<file path="src/imp_params.svh">
`ifndef IMP_PARAMS_SVH
`define IMP_PARAMS_SVH

// ----------------------------------------------------------------
// Device register offsets, as printed
// ----------------------------------------------------------------
`define IMP_OFS_VECTOR   8'h20
`define IMP_OFS_EOI      8'h22
`define IMP_OFS_POLL     8'h24
`define IMP_OFS_PEEK     8'h26
`define IMP_OFS_BLOCK    8'h28

// ----------------------------------------------------------------
// Mask layout and reset values per mode
// ----------------------------------------------------------------
`define IMP_MST_BLOCK_RST  16'h07fd
`define IMP_SLV_BLOCK_RST  16'h003d
`define IMP_MST_IMPL       16'h07fd
`define IMP_SLV_IMPL       16'h003d

// ----------------------------------------------------------------
// Field positions
// ----------------------------------------------------------------
`define IMP_PEND_BIT       15
`define IMP_NONSPEC_BIT    15
`define IMP_TYPE_HI        4
`define IMP_LEVEL_HI       2
`define IMP_VEC_HI         7
`define IMP_VEC_LO         3

// Master-mode type of source bit n is this base plus n
`define IMP_TYPE_BASE      5'h08

// ----------------------------------------------------------------
// Host command registers on AXI4-Lite
// ----------------------------------------------------------------
`define IMP_AXI_CMD        4'h0
`define IMP_AXI_WDATA      4'h4
`define IMP_AXI_STATUS     4'h8
`define IMP_AXI_VECOFS     4'hc
`define IMP_CMD_WRITE_BIT  8
`define IMP_STAT_BUSY_BIT  31
`define IMP_RESP_OKAY      2'b00
`define IMP_RESP_SLVERR    2'b10

`endif

</file>
<file path="src/imp_pkg.sv">
package imp_pkg;

  // Host sequencer states, Gray along idle -> busy -> idle
  typedef enum logic [0:0] {
    IMP_ST_IDLE = 1'b0,
    IMP_ST_BUSY = 1'b1
  } imp_host_st_t;

  typedef logic [15:0] imp_word_t;

endpackage

</file>
<file path="src/imp_if.sv">
`timescale 1ns/1ps

// Register port between the core side and the interrupt registers
interface imp_if;
  logic                 req;
  logic                 we;
  logic [7:0]           addr;
  imp_pkg::imp_word_t   wdata;
  imp_pkg::imp_word_t   rdata;
  logic                 ack;
  logic                 slave_mode;
  logic                 int_pending;
  logic [7:0]           int_type;

  modport dev (
    input  req,
    input  we,
    input  addr,
    input  wdata,
    output rdata,
    output ack,
    output slave_mode,
    output int_pending,
    output int_type
  );

  modport host (
    output req,
    output we,
    output addr,
    output wdata,
    input  rdata,
    input  ack,
    input  slave_mode,
    input  int_pending,
    input  int_type
  );
endinterface

</file>
<file path="src/imp_host.sv">
// The AXI4-Lite register port was chosen for this implementation.
`timescale 1ns/1ps
`include "imp_params.svh"

module imp_host (
  input  wire logic        aclk,
  input  wire logic        aresetn,
  imp_if.host              bus,
  input  wire logic        s_axi_awvalid,
  output logic             s_axi_awready,
  input  wire logic [3:0]  s_axi_awaddr,
  input  wire logic        s_axi_wvalid,
  output logic             s_axi_wready,
  input  wire logic [31:0] s_axi_wdata,
  input  wire logic [3:0]  s_axi_wstrb,
  output logic             s_axi_bvalid,
  input  wire logic        s_axi_bready,
  output logic      [1:0]  s_axi_bresp,
  input  wire logic        s_axi_arvalid,
  output logic             s_axi_arready,
  input  wire logic [3:0]  s_axi_araddr,
  output logic             s_axi_rvalid,
  input  wire logic        s_axi_rready,
  output logic      [31:0] s_axi_rdata,
  output logic      [1:0]  s_axi_rresp
);

  // ----------------------------------------------------------------
  // State
  // ----------------------------------------------------------------
  imp_pkg::imp_host_st_t st_q;
  logic        aw_got_q;
  logic [3:0]  aw_addr_q;
  logic        w_got_q;
  logic [31:0] w_data_q;
  logic [3:0]  w_strb_q;
  logic        bvalid_q;
  logic [1:0]  bresp_q;
  logic        rvalid_q;
  logic [31:0] rdata_q;
  logic [1:0]  rresp_q;
  logic [15:0] wdata_reg_q;
  logic        req_q;
  logic        we_q;
  logic [7:0]  addr_q;
  logic [15:0] dwdata_q;
  logic [15:0] last_q;
  logic        vpend_q;
  logic [9:0]  vofs_q;

  // ----------------------------------------------------------------
  // Decode
  // ----------------------------------------------------------------
  wire logic  do_wr   = aw_got_q & w_got_q & ~bvalid_q;
  wire logic  busy    = st_q == imp_pkg::IMP_ST_BUSY;
  wire logic  hit_cmd = aw_addr_q == `IMP_AXI_CMD;
  wire logic  hit_wd  = aw_addr_q == `IMP_AXI_WDATA;
  // A command while busy is dropped, not queued
  // Strobes travel with the data beat, not with the live pins
  wire logic  start   = do_wr & hit_cmd & ~busy & w_strb_q[0];
  wire logic  cmd_we  = w_data_q[`IMP_CMD_WRITE_BIT];
  wire logic  cmd_eoi = w_data_q[7:0] == `IMP_OFS_EOI;
  // Slave end command carries the level only, upper bits zero
  wire logic [15:0] out_data =
      (bus.slave_mode & cmd_eoi) ? {13'h0000, wdata_reg_q[2:0]}
                                 : wdata_reg_q;
  wire logic  rd_take = s_axi_arvalid & ~rvalid_q;
  wire logic [3:0] ra = s_axi_araddr;
  wire logic  ra_ok   = (ra == `IMP_AXI_CMD) | (ra == `IMP_AXI_WDATA) |
                        (ra == `IMP_AXI_STATUS) | (ra == `IMP_AXI_VECOFS);
  wire logic [31:0] rd_mux =
      (ra == `IMP_AXI_WDATA)  ? {16'h0000, wdata_reg_q} :
      (ra == `IMP_AXI_STATUS) ? {busy, 15'h0000, last_q} :
      (ra == `IMP_AXI_VECOFS) ? {vpend_q, 21'h000000, vofs_q} :
      {23'h000000, we_q, addr_q};

  // Channels open until their item is held, and shut while a response waits
  assign s_axi_awready = ~aw_got_q & ~bvalid_q;
  assign s_axi_wready  = ~w_got_q & ~bvalid_q;
  assign s_axi_arready = ~rvalid_q;

  // ----------------------------------------------------------------
  // AXI write side; address and data may come in either order
  // ----------------------------------------------------------------
  always_ff @(posedge aclk) begin
    if (!aresetn) begin
      aw_got_q    <= 1'b0;
      aw_addr_q   <= 4'h0;
      w_got_q     <= 1'b0;
      w_data_q    <= 32'h00000000;
      w_strb_q    <= 4'h0;
      bvalid_q    <= 1'b0;
      bresp_q     <= `IMP_RESP_OKAY;
      wdata_reg_q <= 16'h0000;
    end else begin
      if (s_axi_awvalid & s_axi_awready) begin
        aw_got_q  <= 1'b1;
        aw_addr_q <= s_axi_awaddr;
      end
      if (s_axi_wvalid & s_axi_wready) begin
        w_got_q  <= 1'b1;
        w_data_q <= s_axi_wdata;
        w_strb_q <= s_axi_wstrb;
      end
      if (do_wr) begin
        aw_got_q <= 1'b0;
        w_got_q  <= 1'b0;
        bvalid_q <= 1'b1;
        bresp_q  <= (hit_cmd | hit_wd) ? `IMP_RESP_OKAY : `IMP_RESP_SLVERR;
        if (hit_wd & w_strb_q[0]) begin
          wdata_reg_q[7:0] <= w_data_q[7:0];
        end
        if (hit_wd & w_strb_q[1]) begin
          wdata_reg_q[15:8] <= w_data_q[15:8];
        end
      end else if (s_axi_bready) begin
        bvalid_q <= 1'b0;
      end
    end
  end

  // ----------------------------------------------------------------
  // AXI read side
  // ----------------------------------------------------------------
  always_ff @(posedge aclk) begin
    if (!aresetn) begin
      rvalid_q <= 1'b0;
      rdata_q  <= 32'h00000000;
      rresp_q  <= `IMP_RESP_OKAY;
    end else if (rd_take) begin
      rvalid_q <= 1'b1;
      rdata_q  <= ra_ok ? rd_mux : 32'h00000000;
      rresp_q  <= ra_ok ? `IMP_RESP_OKAY : `IMP_RESP_SLVERR;
    end else if (s_axi_rready) begin
      rvalid_q <= 1'b0;
    end
  end

  // ----------------------------------------------------------------
  // Device access sequencer; request held until the answer
  // ----------------------------------------------------------------
  always_ff @(posedge aclk) begin
    if (!aresetn) begin
      st_q     <= imp_pkg::IMP_ST_IDLE;
      req_q    <= 1'b0;
      we_q     <= 1'b0;
      addr_q   <= 8'h00;
      dwdata_q <= 16'h0000;
      last_q   <= 16'h0000;
    end else begin
      unique case (st_q)
        imp_pkg::IMP_ST_IDLE: begin
          if (start) begin
            st_q     <= imp_pkg::IMP_ST_BUSY;
            req_q    <= 1'b1;
            we_q     <= cmd_we;
            addr_q   <= w_data_q[7:0];
            dwdata_q <= out_data;
          end
        end
        imp_pkg::IMP_ST_BUSY: begin
          if (bus.ack) begin
            st_q   <= imp_pkg::IMP_ST_IDLE;
            req_q  <= 1'b0;
            last_q <= we_q ? last_q : bus.rdata;
          end
        end
      endcase
    end
  end

  // Table offset is the presented type times four
  always_ff @(posedge aclk) begin
    if (!aresetn) begin
      vpend_q <= 1'b0;
      vofs_q  <= 10'h000;
    end else begin
      vpend_q <= bus.int_pending;
      vofs_q  <= {bus.int_type, 2'b00};
    end
  end

  // ----------------------------------------------------------------
  // Outputs
  // ----------------------------------------------------------------
  assign bus.req      = req_q;
  assign bus.we       = we_q;
  assign bus.addr     = addr_q;
  assign bus.wdata    = dwdata_q;
  assign s_axi_bvalid = bvalid_q;
  assign s_axi_bresp  = bresp_q;
  assign s_axi_rvalid = rvalid_q;
  assign s_axi_rdata  = rdata_q;
  assign s_axi_rresp  = rresp_q;

endmodule

</file>
<file path="src/flat_wrapper.sv">
// flat-port wrapper written by rule: the top's interface ports become plain ports
module imp_host_flat 
  (aclk, aresetn, s_axi_awvalid, s_axi_awready, s_axi_awaddr, s_axi_wvalid, s_axi_wready, s_axi_wdata, s_axi_wstrb, s_axi_bvalid, s_axi_bready, s_axi_bresp, s_axi_arvalid, s_axi_arready, s_axi_araddr, s_axi_rvalid, s_axi_rready, s_axi_rdata, s_axi_rresp, bus_req, bus_we, bus_addr, bus_wdata, bus_rdata, bus_ack, bus_slave_mode, bus_int_pending, bus_int_type);
  imp_if bus_i ();
  input  wire logic aclk;
  input  wire logic aresetn;
  input  wire logic s_axi_awvalid;
  output logic s_axi_awready;
  input  wire logic [3:0] s_axi_awaddr;
  input  wire logic s_axi_wvalid;
  output logic s_axi_wready;
  input  wire logic [31:0] s_axi_wdata;
  input  wire logic [3:0] s_axi_wstrb;
  output logic s_axi_bvalid;
  input  wire logic s_axi_bready;
  output logic      [1:0] s_axi_bresp;
  input  wire logic s_axi_arvalid;
  output logic s_axi_arready;
  input  wire logic [3:0] s_axi_araddr;
  output logic s_axi_rvalid;
  input  wire logic s_axi_rready;
  output logic      [31:0] s_axi_rdata;
  output logic      [1:0] s_axi_rresp;
  output wire logic [$bits(bus_i.req)-1:0] bus_req;
  output wire logic [$bits(bus_i.we)-1:0] bus_we;
  output wire logic [$bits(bus_i.addr)-1:0] bus_addr;
  output wire logic [$bits(bus_i.wdata)-1:0] bus_wdata;
  input wire logic [$bits(bus_i.rdata)-1:0] bus_rdata;
  input wire logic [$bits(bus_i.ack)-1:0] bus_ack;
  input wire logic [$bits(bus_i.slave_mode)-1:0] bus_slave_mode;
  input wire logic [$bits(bus_i.int_pending)-1:0] bus_int_pending;
  input wire logic [$bits(bus_i.int_type)-1:0] bus_int_type;
  assign bus_req = bus_i.req;
  assign bus_we = bus_i.we;
  assign bus_addr = bus_i.addr;
  assign bus_wdata = bus_i.wdata;
  assign bus_i.rdata = bus_rdata;
  assign bus_i.ack = bus_ack;
  assign bus_i.slave_mode = bus_slave_mode;
  assign bus_i.int_pending = bus_int_pending;
  assign bus_i.int_type = bus_int_type;
  imp_host u_core (.aclk(aclk), .aresetn(aresetn), .bus(bus_i), .s_axi_awvalid(s_axi_awvalid), .s_axi_awready(s_axi_awready), .s_axi_awaddr(s_axi_awaddr), .s_axi_wvalid(s_axi_wvalid), .s_axi_wready(s_axi_wready), .s_axi_wdata(s_axi_wdata), .s_axi_wstrb(s_axi_wstrb), .s_axi_bvalid(s_axi_bvalid), .s_axi_bready(s_axi_bready), .s_axi_bresp(s_axi_bresp), .s_axi_arvalid(s_axi_arvalid), .s_axi_arready(s_axi_arready), .s_axi_araddr(s_axi_araddr), .s_axi_rvalid(s_axi_rvalid), .s_axi_rready(s_axi_rready), .s_axi_rdata(s_axi_rdata), .s_axi_rresp(s_axi_rresp));
endmodule
</file>
<file path="config.mk">
export PLATFORM = sky130hd
export DESIGN_NAME = imp_host_flat
export DESIGN_NICKNAME = d
export VERILOG_FILES = /design/src/imp_pkg.sv /design/src/imp_if.sv /design/src/imp_host.sv /design/src/flat_wrapper.sv
export VERILOG_INCLUDE_DIRS = /design/src
export SDC_FILE = /design/constraint.sdc
export NUM_CORES = 1
export LEC_CHECK = 0
export BUFFER_PORTS_ARGS = -buffer_cell sky130_fd_sc_hd__buf_2
export CELL_PAD_IN_SITES_DETAIL_PLACEMENT = 0
export CELL_PAD_IN_SITES_GLOBAL_PLACEMENT = 1
export CORE_MARGIN = 4
export CORE_UTILIZATION = 37
export CTS_CLUSTER_DIAMETER = 100
export DETAILED_ROUTE_END_ITERATION = 8
export PLACE_DENSITY = 0.83
export SLEW_MARGIN = 20
export SYNTH_ARGS = -nofsm -noshare
export SYNTH_HDL_FRONTEND = slang
export SYNTH_SLANG_ARGS = --single-unit
export TNS_END_PERCENT = 30
</file>
<file path="constraint.sdc">
create_clock -name aclk -period 2.2 [get_ports aclk]
set_clock_uncertainty 0.15 [all_clocks]
set_input_delay 0.22 -clock aclk [delete_from_list [all_inputs] [get_ports aclk]]
set_output_delay 0.22 -clock aclk [all_outputs]
set_load 0.02 [all_outputs]
</file>
After elaboration in Yosys (flattened, before gate mapping):

Cells that the tools add are included.

* register bits after elaboration: 132
* bits in latches: 0
* memory bits (writable): 0
* ROM bits: 0
* output and inout port bits: 67
* memories kept: 0

* add/subtract/negate cells: 0
* $mul: 0
* divide/modulo/power cells: 0
* $lt $le $gt $ge: 0
* equality and inequality tests: 7
* shift operators: 0
* mux-type cells: 17
* bitwise logic cells: 24
* reductions and logical operators: 10

Operator list (count)
* $mux W32: 4
* $mux W16: 1
* $and A1 B1 Y1: 13
* $eq A4 B3 Y1 const B: 2
* $eq A4 B4 Y1 const B: 2
* $eq A8 B6 Y1 const B: 1
* $logic_not A4 Y1: 2
* $mux W1: 8
* $reduce_and A2 Y1: 4
* $not A1 Y1: 7
* $mux W2: 2
* $or A1 B1 Y1: 4
* $pmux W1 S2: 2
* $reduce_bool A2 Y1: 2
* $reduce_and A3 Y1: 1
* $ne A2 B1 Y1 const B: 1
* $ne A2 B2 Y1 const B: 1
* $reduce_or A2 Y1: 1

Logic depth before layout (Yosys ltp):

Gate-level depths: netlist (run 1).

* word-level depth: 7
* depth in mapped cells: 6
* mapped depth without buffers: 3

Least setup slack after synthesis (run 1):

No wires, ideal clock.

* kind: reg2reg
* start point: register u_core.aw_addr_q[3]
* end point: register u_core.dwdata_q[10] (netlist: u_core.bus.wdata[10])
* arrival: 1.750 ns
* data required time: 1.963 ns
* slack: 0.213 ns
* cell stages (with the launch flop): 7
* cell sequence: dfxtp_1 or4b_1 clkbuf_2 or3_1 clkbuf_2 buf_6 o31ai_1

* word-level cells in the longest chain between the ends: 5

RTL lines
* from (decl): RTL line imp_host.sv:33 `logic [3:0] aw_addr_q;`
* from (signal assigned): RTL line imp_host.sv:98 `aw_addr_q <= s_axi_awaddr;`
* $logic_not A4 Y1 (no line)
* $and A1 B1 Y1 (3 in a row): RTL line imp_host.sv:60 `wire logic start = do_wr & hit_cmd & ~busy & w_strb_q[0];`
* $reduce_and A2 Y1 (no line)
* to (signal assigned): RTL line imp_host.sv:158 `dwdata_q <= out_data;`
* to (decl): RTL line imp_host.sv:46 `logic [15:0] dwdata_q;`

Every way passes these cells.
A chain may end at the register's enable or synchronous reset.

Final worst setup path (run 1):

* start point: register u_core.aw_addr_q[3]
* end point: register u_core.wdata_reg_q[0]

* word-level cells in the longest chain between the ends: 3

RTL lines
* $eq A4 B3 Y1 (no line)
* $and A1 B1 Y1: RTL line imp_host.sv:110 `if (hit_wd & w_strb_q[0]) begin`
* $reduce_and A2 Y1 (no line)
* to (signal assigned): RTL line imp_host.sv:111 `wdata_reg_q[7:0] <= w_data_q[7:0];`
* to (decl): RTL line imp_host.sv:42 `logic [15:0] wdata_reg_q;`

Every way passes these cells.

==> results.yml, run 1 <==
grt:
  antenna_found_initial: 0
  grt_pass1_vias: 4321
  grt_pass1_wl_um: 21000
  grt_max_degree: 60
  grt_remaining_overflow: 0
  gr-usage-all-layers: 0.186
critical_path:
  crit_type: "register to register"
  crit_path_max_incr_delay_ps: 610
  arrival_ps: 2120
  crit_slowest_cell: "or4b_1"
  cp_max_fo: 8
  crit_chain: "or4b_1 -> or3_1 -> mux2i_1"
  r2r-end: "u_core.wdata_reg_q[0]"
  r2r_start: "u_core.aw_addr_q[3]"
  reg2reg_depth: 3
  path_buf_inv: 0
  critPathRequiredTime_ps: 2320
  crit_path_end_kind: "register"
  critPathLaunchType: "register"
  regToRegSetupSlack_ps: 190
  cp_top_family: "simple AND/OR/NAND/NOR gates"
timing:
  finalCritPeriodShare: 0.912
  drv_slew: 0
  tightestPinTransition_ps: 619
  max_freq_mhz: 498
  period_minus_slack_ps: 2010
  hold_violations: 0
  setup_viol: 0
  slew_headroom: 0.586
  rsz0062_at_grt: "false"
  setup_tns_ps: 0
synth:
  synthCells: 527
  avgSynthCellArea_um2: 8.76
  ys.flop_type: "dfxtp_1"
  synth_area_um2: 4620
  ys_async_sr_fraction: 0
  synthDistinctLibCells: 36
  ys_seq_elements: 113
  synth_common_cells: "nand2_1, dfxtp_1, a21oi_1"
  yosysWarnings: 0
  seq_area_frac_synth: 0.490
  synthTopCellsByArea: "dfxtp_1, nand2_1, mux2i_1"
  synth_edf_count: 0
  yosysTopAreaCell: "dfxtp_1"
  synth.top_cell.area_share: 0.490
  yosysMostFrequentCell: "nand2_1"
finish:
  fillers: 1135
  multi_input_area_um2: 2130
  fin_util: 0.533
  ff_latch_area_um2: 2260
  nNetsFinal: 758
  antenna-diode-count: 0
  area_growth_pct: 39.9
  final_layout_size_suffix_gt1_frac: 0.238
routing:
  ant_nets: 0
  drtIter0Drc: 326
  routed_wl_um: 13000
  first_pass_iters: 5
  drc: 0
  wl_per_cell_um: 15.2
  via_per_inst: 4.97
  vias: 4270
clock_network:
  numCtsBuffers: 17
  post_cts_buffers: 0
  tritoncts: "built"
  cts.htree.levels: 4
  clock_sinks: 113
  clkTransAtPathRegs_ps: 50
  insertion_delay_ps: 410
  cts_buffer_depth: 2
  clockRootBuffer: "clkbuf_16"
floorplan:
  die_h_um: 120
  fp.dieW_um: 120
  core-area_um2: 12100
  io_pins: 145
  rows: 40
  die_area_um2: 14300
  start_util: 0.381
placement:
  dpl.hpwl_um: 9010
  place_congestion: 0.836
  io_buffers: 109
power:
  p_per_area_nw_per_um2: 857
  irDropWorstVdd_mv: 0.443
  switchingPower_uw: 1180
  p_int_uw: 4360
  p_leak_uw: 0.00265
  switching_share: 0.212
  p_comb_frac: 0.074
  seqPwrFrac: 0.384
  p_clk_frac: 0.542
run_status:
  outcome: "finished clean"
flow_run:
  cap_violations: 0
worst_hold_path:
  whs_endpoint: "u_core.s_axi_rdata[0]"
  hp-class: "input port to register"
  hold_depth: 4
  hp-start: "s_axi_araddr[0]"
-- layout make-up --
type,count,share of cell area
Multi-Input combinational cell,369,0.330
Clock inverter,10,0.0281
Tap cell,168,0.0325
Sequential cell,113,0.350
Timing Repair Buffer,175,0.184
Inverter,4,0.00232
Clock buffer,21,0.0728
-- cell families (layout without fill, tap and decap cells) --
logic type      Yosys count  count (layout)  synth area share
simple gates            205             205             0.208
other cells               1              17          0.000812
compound gates          112             112             0.159
mux                      35              35            0.0764
buf+inv                  61             210            0.0664
flops                   113             113             0.490
-- registers in the layout, indices dropped and copies added (netlist names), 2 cells and up --
| signal | flops |
|---|---|
| u_core.w_strb_q | 2 |
| u_core.w_data_q | 16 |
| u_core.vofs_q | 8 |
| u_core.aw_addr_q | 4 |
| u_core.bus.addr | 8 |
| u_core.bus.wdata | 16 |
| u_core.s_axi_rdata | 17 |
| u_core.wdata_reg_q | 16 |
| u_core.last_q | 16 |
-- stage by stage --
stage | area [um^2] | power, uW | setup WS, ps | hold WS, ps | std cells
finish | 6460 | 5540 | 193 | 48.1 | 860
global route | 6460 | 5730 | 125 | 43.7 | 860
CTS | 6460 | 5580 | 39.5 | 36.4 | 860
detailed placement | 5300 | 2510 | 109 | 282 | 779
global placement | 5300 | 2500 | 173 | 282 | 779
floorplan | 4680 | 2390 | 213 | 197 | 543
-- worst max path at each step --
stage / start / to / slack, ps / cells after the start
final: u_core.aw_addr_q[3] / u_core.wdata_reg_q[0] / 190 / 3
after global routing: u_core.aw_addr_q[3] / u_core.bus.wdata[0] / 120 / 5
after CTS: u_core.aw_addr_q[3] / u_core.bus.wdata[15] / 40 / 3
after detailed placement: u_core.aw_addr_q[3] / u_core.bus.wdata[4] / 110 / 3
after global placement: u_core.aw_addr_q[3] / u_core.bus.wdata[4] / 170 / 3
after floorplan: u_core.aw_addr_q[3] / u_core.bus.wdata[10] / 210 / 6
-- worst min-delay path: stages --
cell and delay [ps]:
buf_2 120, nor2_1 60, o21ai_0 70, a221oi_1 70
-- cells in the final DEF (no fill, tap or decap), types with 2 or more instances in the layout --
master         instances
dlygate4sd3_1         50
a21oi_1               47
nand2b_1               6
clkbuf_16             17
buf_4                 14
a221oi_1               2
nor2_1                19
o21ai_0                7
a32oi_1               13
buf_2                109
a22oi_1                3
mux2i_1               33
or3b_2                 2
nor3b_1                2
nand3b_1               2
mux2_2                 2
nor3_2                 2
and3b_1                3
and2_1                22
or3_1                  2
nor2b_1               10
clkinv_2               3
a211oi_1               7
o32ai_1                7
dfxtp_1              113
o31ai_1               26
clkbuf_8               3
inv_1                  3
bufinv_16              5
buf_12                 2
nand2_1              119
conb_1                17
nand3_1                9
-- metal layers --
| layer | part of all wire | global-route usage | vias to the layer above | wire (um) |
|---|---|---|---|---|
| met3 | 0.055 | 0.0504 | 37 | 719 |
| met2 | 0.51 | 0.325 | 147 | 6630 |
| met4 | 0.028 | 0.0795 | 0 | 367 |
| met1 | 0.41 | 0.212 | 1988 | 5330 |
| li1 | - | - | 2098 | - |
| met5 | 0 | 0 | - | 0 |
-- power groups by stage --
stage	sequential [uW]	clock, uW	combinational (uW)
after floorplan	2160	0	229
after global placement	2170	0	333
after detailed placement	2170	0	340
after CTS	2130	3040	411
after global routing	2130	3150	455
final	2130	3000	411
-- repair_timing --
action                                  in CTS  in global routing
endpoints found under the setup margin       0                 12
endpoints found under the hold margin       50                  0
resized for setup                            0                  1
hold buffers                                50                  0
(Power assumes the default switching activity.)
==> run 2, diff against run 1 <==
RECOVER_POWER = 50   (was default)
==> results.yml, run 2 (synthesis results as in run 1) <==
placement:
  place_congestion: 0.836
  dpl.hpwl_um: 9010
  io_buffers: 109
timing:
  rsz0062_at_grt: "false"
  slew_headroom: 0.337
  max_freq_mhz: 501
  setup_tns_ps: 0
  drv_slew: 0
  setup_viol: 0
  hold_violations: 0
  finalCritPeriodShare: 0.907
  period_minus_slack_ps: 1990
  tightestPinTransition_ps: 994
run_status:
  outcome: "finished clean"
finish:
  largest_reg_flops: 17
  final_layout_size_suffix_gt1_frac: 0.165
  area_growth_pct: 38.1
  nNetsFinal: 758
  antenna-diode-count: 0
  fillers: 1159
  layout_commonest_cell: "nand2_1"
  final_cell_mix: "nand2_1, dfxtp_1, buf_2, clkbuf_1, dlygate4sd3_1"
floorplan:
  fp.dieW_um: 120
  core-area_um2: 12100
  io_pins: 145
  die_area_um2: 14300
  rows: 40
  start_util: 0.381
  die_h_um: 120
routing:
  first_pass_iters: 4
  wl_per_cell_um: 15.3
  drtIter0Drc: 399
  routed_wl_um: 13100
  via_per_inst: 4.97
  ant_nets: 0
  vias: 4271
  drc: 0
power:
  p_per_area_nw_per_um2: 867
  irDropWorstVdd_mv: 0.440
  p_total_uw: 5530
  p_leak_uw: 0.00242
critical_path:
  cp_max_fo: 8
  regToRegSetupSlack_ps: 210
  arrival_ps: 2110
  reg2reg_depth: 3
  critPathLaunchType: "register"
  r2r_start: "u_core.aw_addr_q[3]"
  crit_path_max_incr_delay_ps: 610
  r2r-end: "u_core.wdata_reg_q[0]"
  crit_path_end_kind: "register"
  crit_slowest_cell: "or4b_1"
  crit_chain: "or4b_1 -> or3_1 -> mux2i_1"
  crit_type: "register to register"
  critPathRequiredTime_ps: 2310
grt:
  grt_remaining_overflow: 0
  grt_pass1_wl_um: 21000
  antenna_found_initial: 0
  gr-usage-all-layers: 0.186
  grt_pass1_vias: 4321
  grt_max_degree: 60
worst_hold_path:
  hp-start: "aresetn"
  hp-class: "input port to register"
  hold_depth: 2
  whs_endpoint: "u_core.vofs_q[3]"
clock_network:
  cts.htree.levels: 4
  insertion_delay_ps: 400
  tritoncts: "built"
  clock_sinks: 113
  clockRootBuffer: "clkbuf_16"
  post_cts_buffers: 0
  cts_buffer_depth: 2
  clkTransAtPathRegs_ps: 50
  numCtsBuffers: 17
flow_run:
  cap_violations: 0
-- run 2: changes by cell type in the layout (fill, tap and decap cells not counted), sizes merged --
| cell | previous run | this run |
|---|---|---|
| buf | 125 | 73 |
| clkbuf | 21 | 73 |
-- run 2: power by group --
| group | internal [uW] | switching (uW) | total (uW) |
|---|---|---|---|
| clock | 2090 | 912 | 3000 |
| combinational | 173 | 231 | 404 |
| sequential | 2100 | 30.2 | 2130 |
-- run 2: worst max-delay path by stage --
stage,from,to,slack (ps),depth (start not counted)
floorplan,u_core.aw_addr_q[3],u_core.bus.wdata[10],210,6
global placement,u_core.aw_addr_q[3],u_core.bus.wdata[4],170,3
detailed placement,u_core.aw_addr_q[3],u_core.bus.wdata[4],110,3
CTS,u_core.aw_addr_q[3],u_core.bus.wdata[15],40,3
global route,u_core.s_axi_rvalid,u_core.s_axi_rdata[13],90,4
finish,u_core.aw_addr_q[3],u_core.wdata_reg_q[0],210,3
-- run 2: through the flow --
step | cell area (um^2) | hold WS [ps] | utilization | instances | setup slack (ps)
4_1_cts | 6460 | 36.4 | 0.533 | 860 | 39.5
6_report | 6380 | 52.3 | 0.527 | 860 | 205
3_5_place_dp | 5300 | 282 | 0.438 | 779 | 109
2_1_floorplan | 4680 | 197 | - | 543 | 213
3_3_place_gp | 5300 | 282 | 0.438 | 779 | 173
5_1_grt | 6380 | 45.8 | 0.527 | 860 | 85.7
-- run 2: layout make-up --
type / count / area, um^2 / share of cell area
sequential: 113 / 2260 / 0.355
multi-input combinational: 369 / 2130 / 0.334
timing repair buffer: 175 / 1110 / 0.174
clock buffer: 21 / 470 / 0.0737
tap: 168 / 210 / 0.0329
clock inverter: 10 / 181 / 0.0284
inverter: 4 / 15.0 / 0.00235
-- run 2: timing repair --
item	in CTS	in global routing
gates resized for setup	0	1
hold buffers	50	0
endpoints found under the hold margin	50	0
endpoints found under the setup margin	0	12
-- run 2: layer usage --
layer  routed length [um]  global-route usage  part of all wire
met1                 5440               0.212              0.41
met2                 6780               0.325              0.52
met3                  593              0.0504             0.045
met4                  319              0.0795             0.024
met5                    0                   0                 0
-- run 2: worst max-delay path, delay by kind of cell, from the launching register on --
family / cells / cell delay, ps
and+or+nand+nor: 2 / 1190
DFF: 1 / 320
muxes: 1 / 200
==> run 3, diff against run 2 <==
GPL_ROUTABILITY_DRIVEN = 0   (was default)
PLACE_DENSITY = default   (was 0.83)
PLACE_DENSITY_LB_ADDON = 0.12   (was default)
==> results.yml, run 3 (synthesis results as in run 1) <==
run_status:
  outcome: "finished clean"
power:
  p_clk_frac: 0.531
  switching_share: 0.219
  irDropWorstVdd_mv: 0.682
  switchingPower_uw: 1180
  p_comb_frac: 0.075
  p_int_uw: 4210
  seqPwrFrac: 0.394
  p_leak_uw: 0.00241
  p_per_area_nw_per_um2: 849
finish:
  fillers: 1188
  layout_commonest_cell: "nand2_1"
  final_cell_mix: "nand2_1, dfxtp_1, buf_2, clkbuf_1, dlygate4sd3_1"
  largest_reg_flops: 17
  nNetsFinal: 760
  antenna-diode-count: 0
  area_growth_pct: 37.5
  final_layout_size_suffix_gt1_frac: 0.164
  fin_cells: 863
flow_run:
  cap_violations: 0
clock_network:
  cts.htree.levels: 4
  clock_sinks: 113
  tritoncts: "built"
  insertion_delay_ps: 410
  numCtsBuffers: 17
  post_cts_buffers: 0
  clkTransAtPathRegs_ps: 50
  cts_buffer_depth: 2
  clockRootBuffer: "clkbuf_16"
timing:
  setup_viol: 0
  hold_violations: 0
  slew_headroom: 0.557
  max_freq_mhz: 491
  finalCritPeriodShare: 0.925
  drv_slew: 0
  tightestPinTransition_ps: 662
  hold_slack_ps: 36.3
  period_minus_slack_ps: 2040
  rsz0062_at_grt: "false"
critical_path:
  critPathRequiredTime_ps: 2360
  regToRegSetupSlack_ps: 160
  crit_type: "register to register"
  path_buf_inv: 0
  cp_max_fo: 15
  crit_slowest_cell: "or4b_1"
  crit_chain: "or4b_1 -> or3_4 -> o31ai_1"
  crit_path_end_kind: "register"
  crit_path_max_incr_delay_ps: 650
  critPathLaunchType: "register"
  arrival_ps: 2190
  cp_top_family: "simple AND/OR/NAND/NOR gates"
floorplan:
  die_h_um: 120
  start_util: 0.381
  die_area_um2: 14300
  rows: 40
  fp.dieW_um: 120
  io_pins: 145
  core-area_um2: 12100
routing:
  first_pass_iters: 4
  vias: 4188
  ant_nets: 0
  routed_wl_um: 12900
  drtIter0Drc: 190
  drc: 0
  via_per_inst: 4.85
  wl_per_cell_um: 14.9
grt:
  gr-usage-all-layers: 0.188
  grt_pass1_wl_um: 21400
  grt_pass1_vias: 4255
  antenna_found_initial: 0
  grt_remaining_overflow: 0
  grt_max_degree: 38
placement:
  dpl.hpwl_um: 9090
  io_buffers: 109
  dpl.cell_count: 781
worst_hold_path:
  hp-class: "input port to register"
-- run 3: power by group through the flow --
| stage | sequential [uW] | combinational, uW | clock [uW] |
|---|---|---|---|
| 2_1_floorplan | 2160 | 229 | 0 |
| 3_3_place_gp | 2170 | 340 | 0 |
| 3_5_place_dp | 2170 | 343 | 0 |
| 4_1_cts | 2130 | 413 | 2910 |
| 5_1_grt | 2130 | 450 | 3020 |
| 6_report | 2130 | 404 | 2860 |
-- run 3: path summary, 6_finish.rpt --
check             cells after the start                      to                start
setup / recovery                      3    u_core.bus.wdata[10]  u_core.aw_addr_q[3]
hold / removal                        4  u_core.s_axi_rdata[31]      s_axi_araddr[0]
setup reg to reg                      3    u_core.bus.wdata[10]  u_core.aw_addr_q[3]
hold reg to reg                       2        u_core.last_q[1]     u_core.last_q[1]
-- run 3: cell type report --
cell class | count | area [um^2] | share of cell area
clock buffers | 21 | 460 | 0.0725
clock inverters | 11 | 160 | 0.0252
inverters | 4 | 15.0 | 0.00236
multi-input cells | 369 | 2130 | 0.336
flip-flops and latches | 113 | 2260 | 0.356
well taps | 168 | 210 | 0.0331
repair buffers | 177 | 1110 | 0.175
-- run 3: routing by layer --
layer  track usage  part of all wire
met5             0                 0
met2         0.309              0.49
met4        0.0651             0.014
met1         0.239              0.44
met3        0.0495             0.053
-- run 3: worst register-to-register path: cells and delay by family (launching register included) --
| kind | cells | cell delay [ps] |
|---|---|---|
| AOI/OAI and AO/OA | 1 | 300 |
| and+or+nand+nor | 2 | 1170 |
| DFF | 1 | 310 |
-- run 3: what timing repair did --
item	CTS	global route
hold buffers	50	0
endpoints found under the hold margin	50	0
gates resized for setup	1	0
setup endpoints to repair	1	0
-- run 3: per-stage QoR --
step           cell area (um^2)  worst slack (ps)   util  total power (uW)  setup TNS [ps]
2_1_floorplan              4680               213      -              2390               0
3_3_place_gp               5290              71.5  0.437              2510               0
3_5_place_dp               5290             -5.52  0.437              2510           -5.52
4_1_cts                    6420               160  0.530              5450               0
5_1_grt                    6350              63.8  0.524              5600               0
6_report                   6350               164  0.524              5390               0
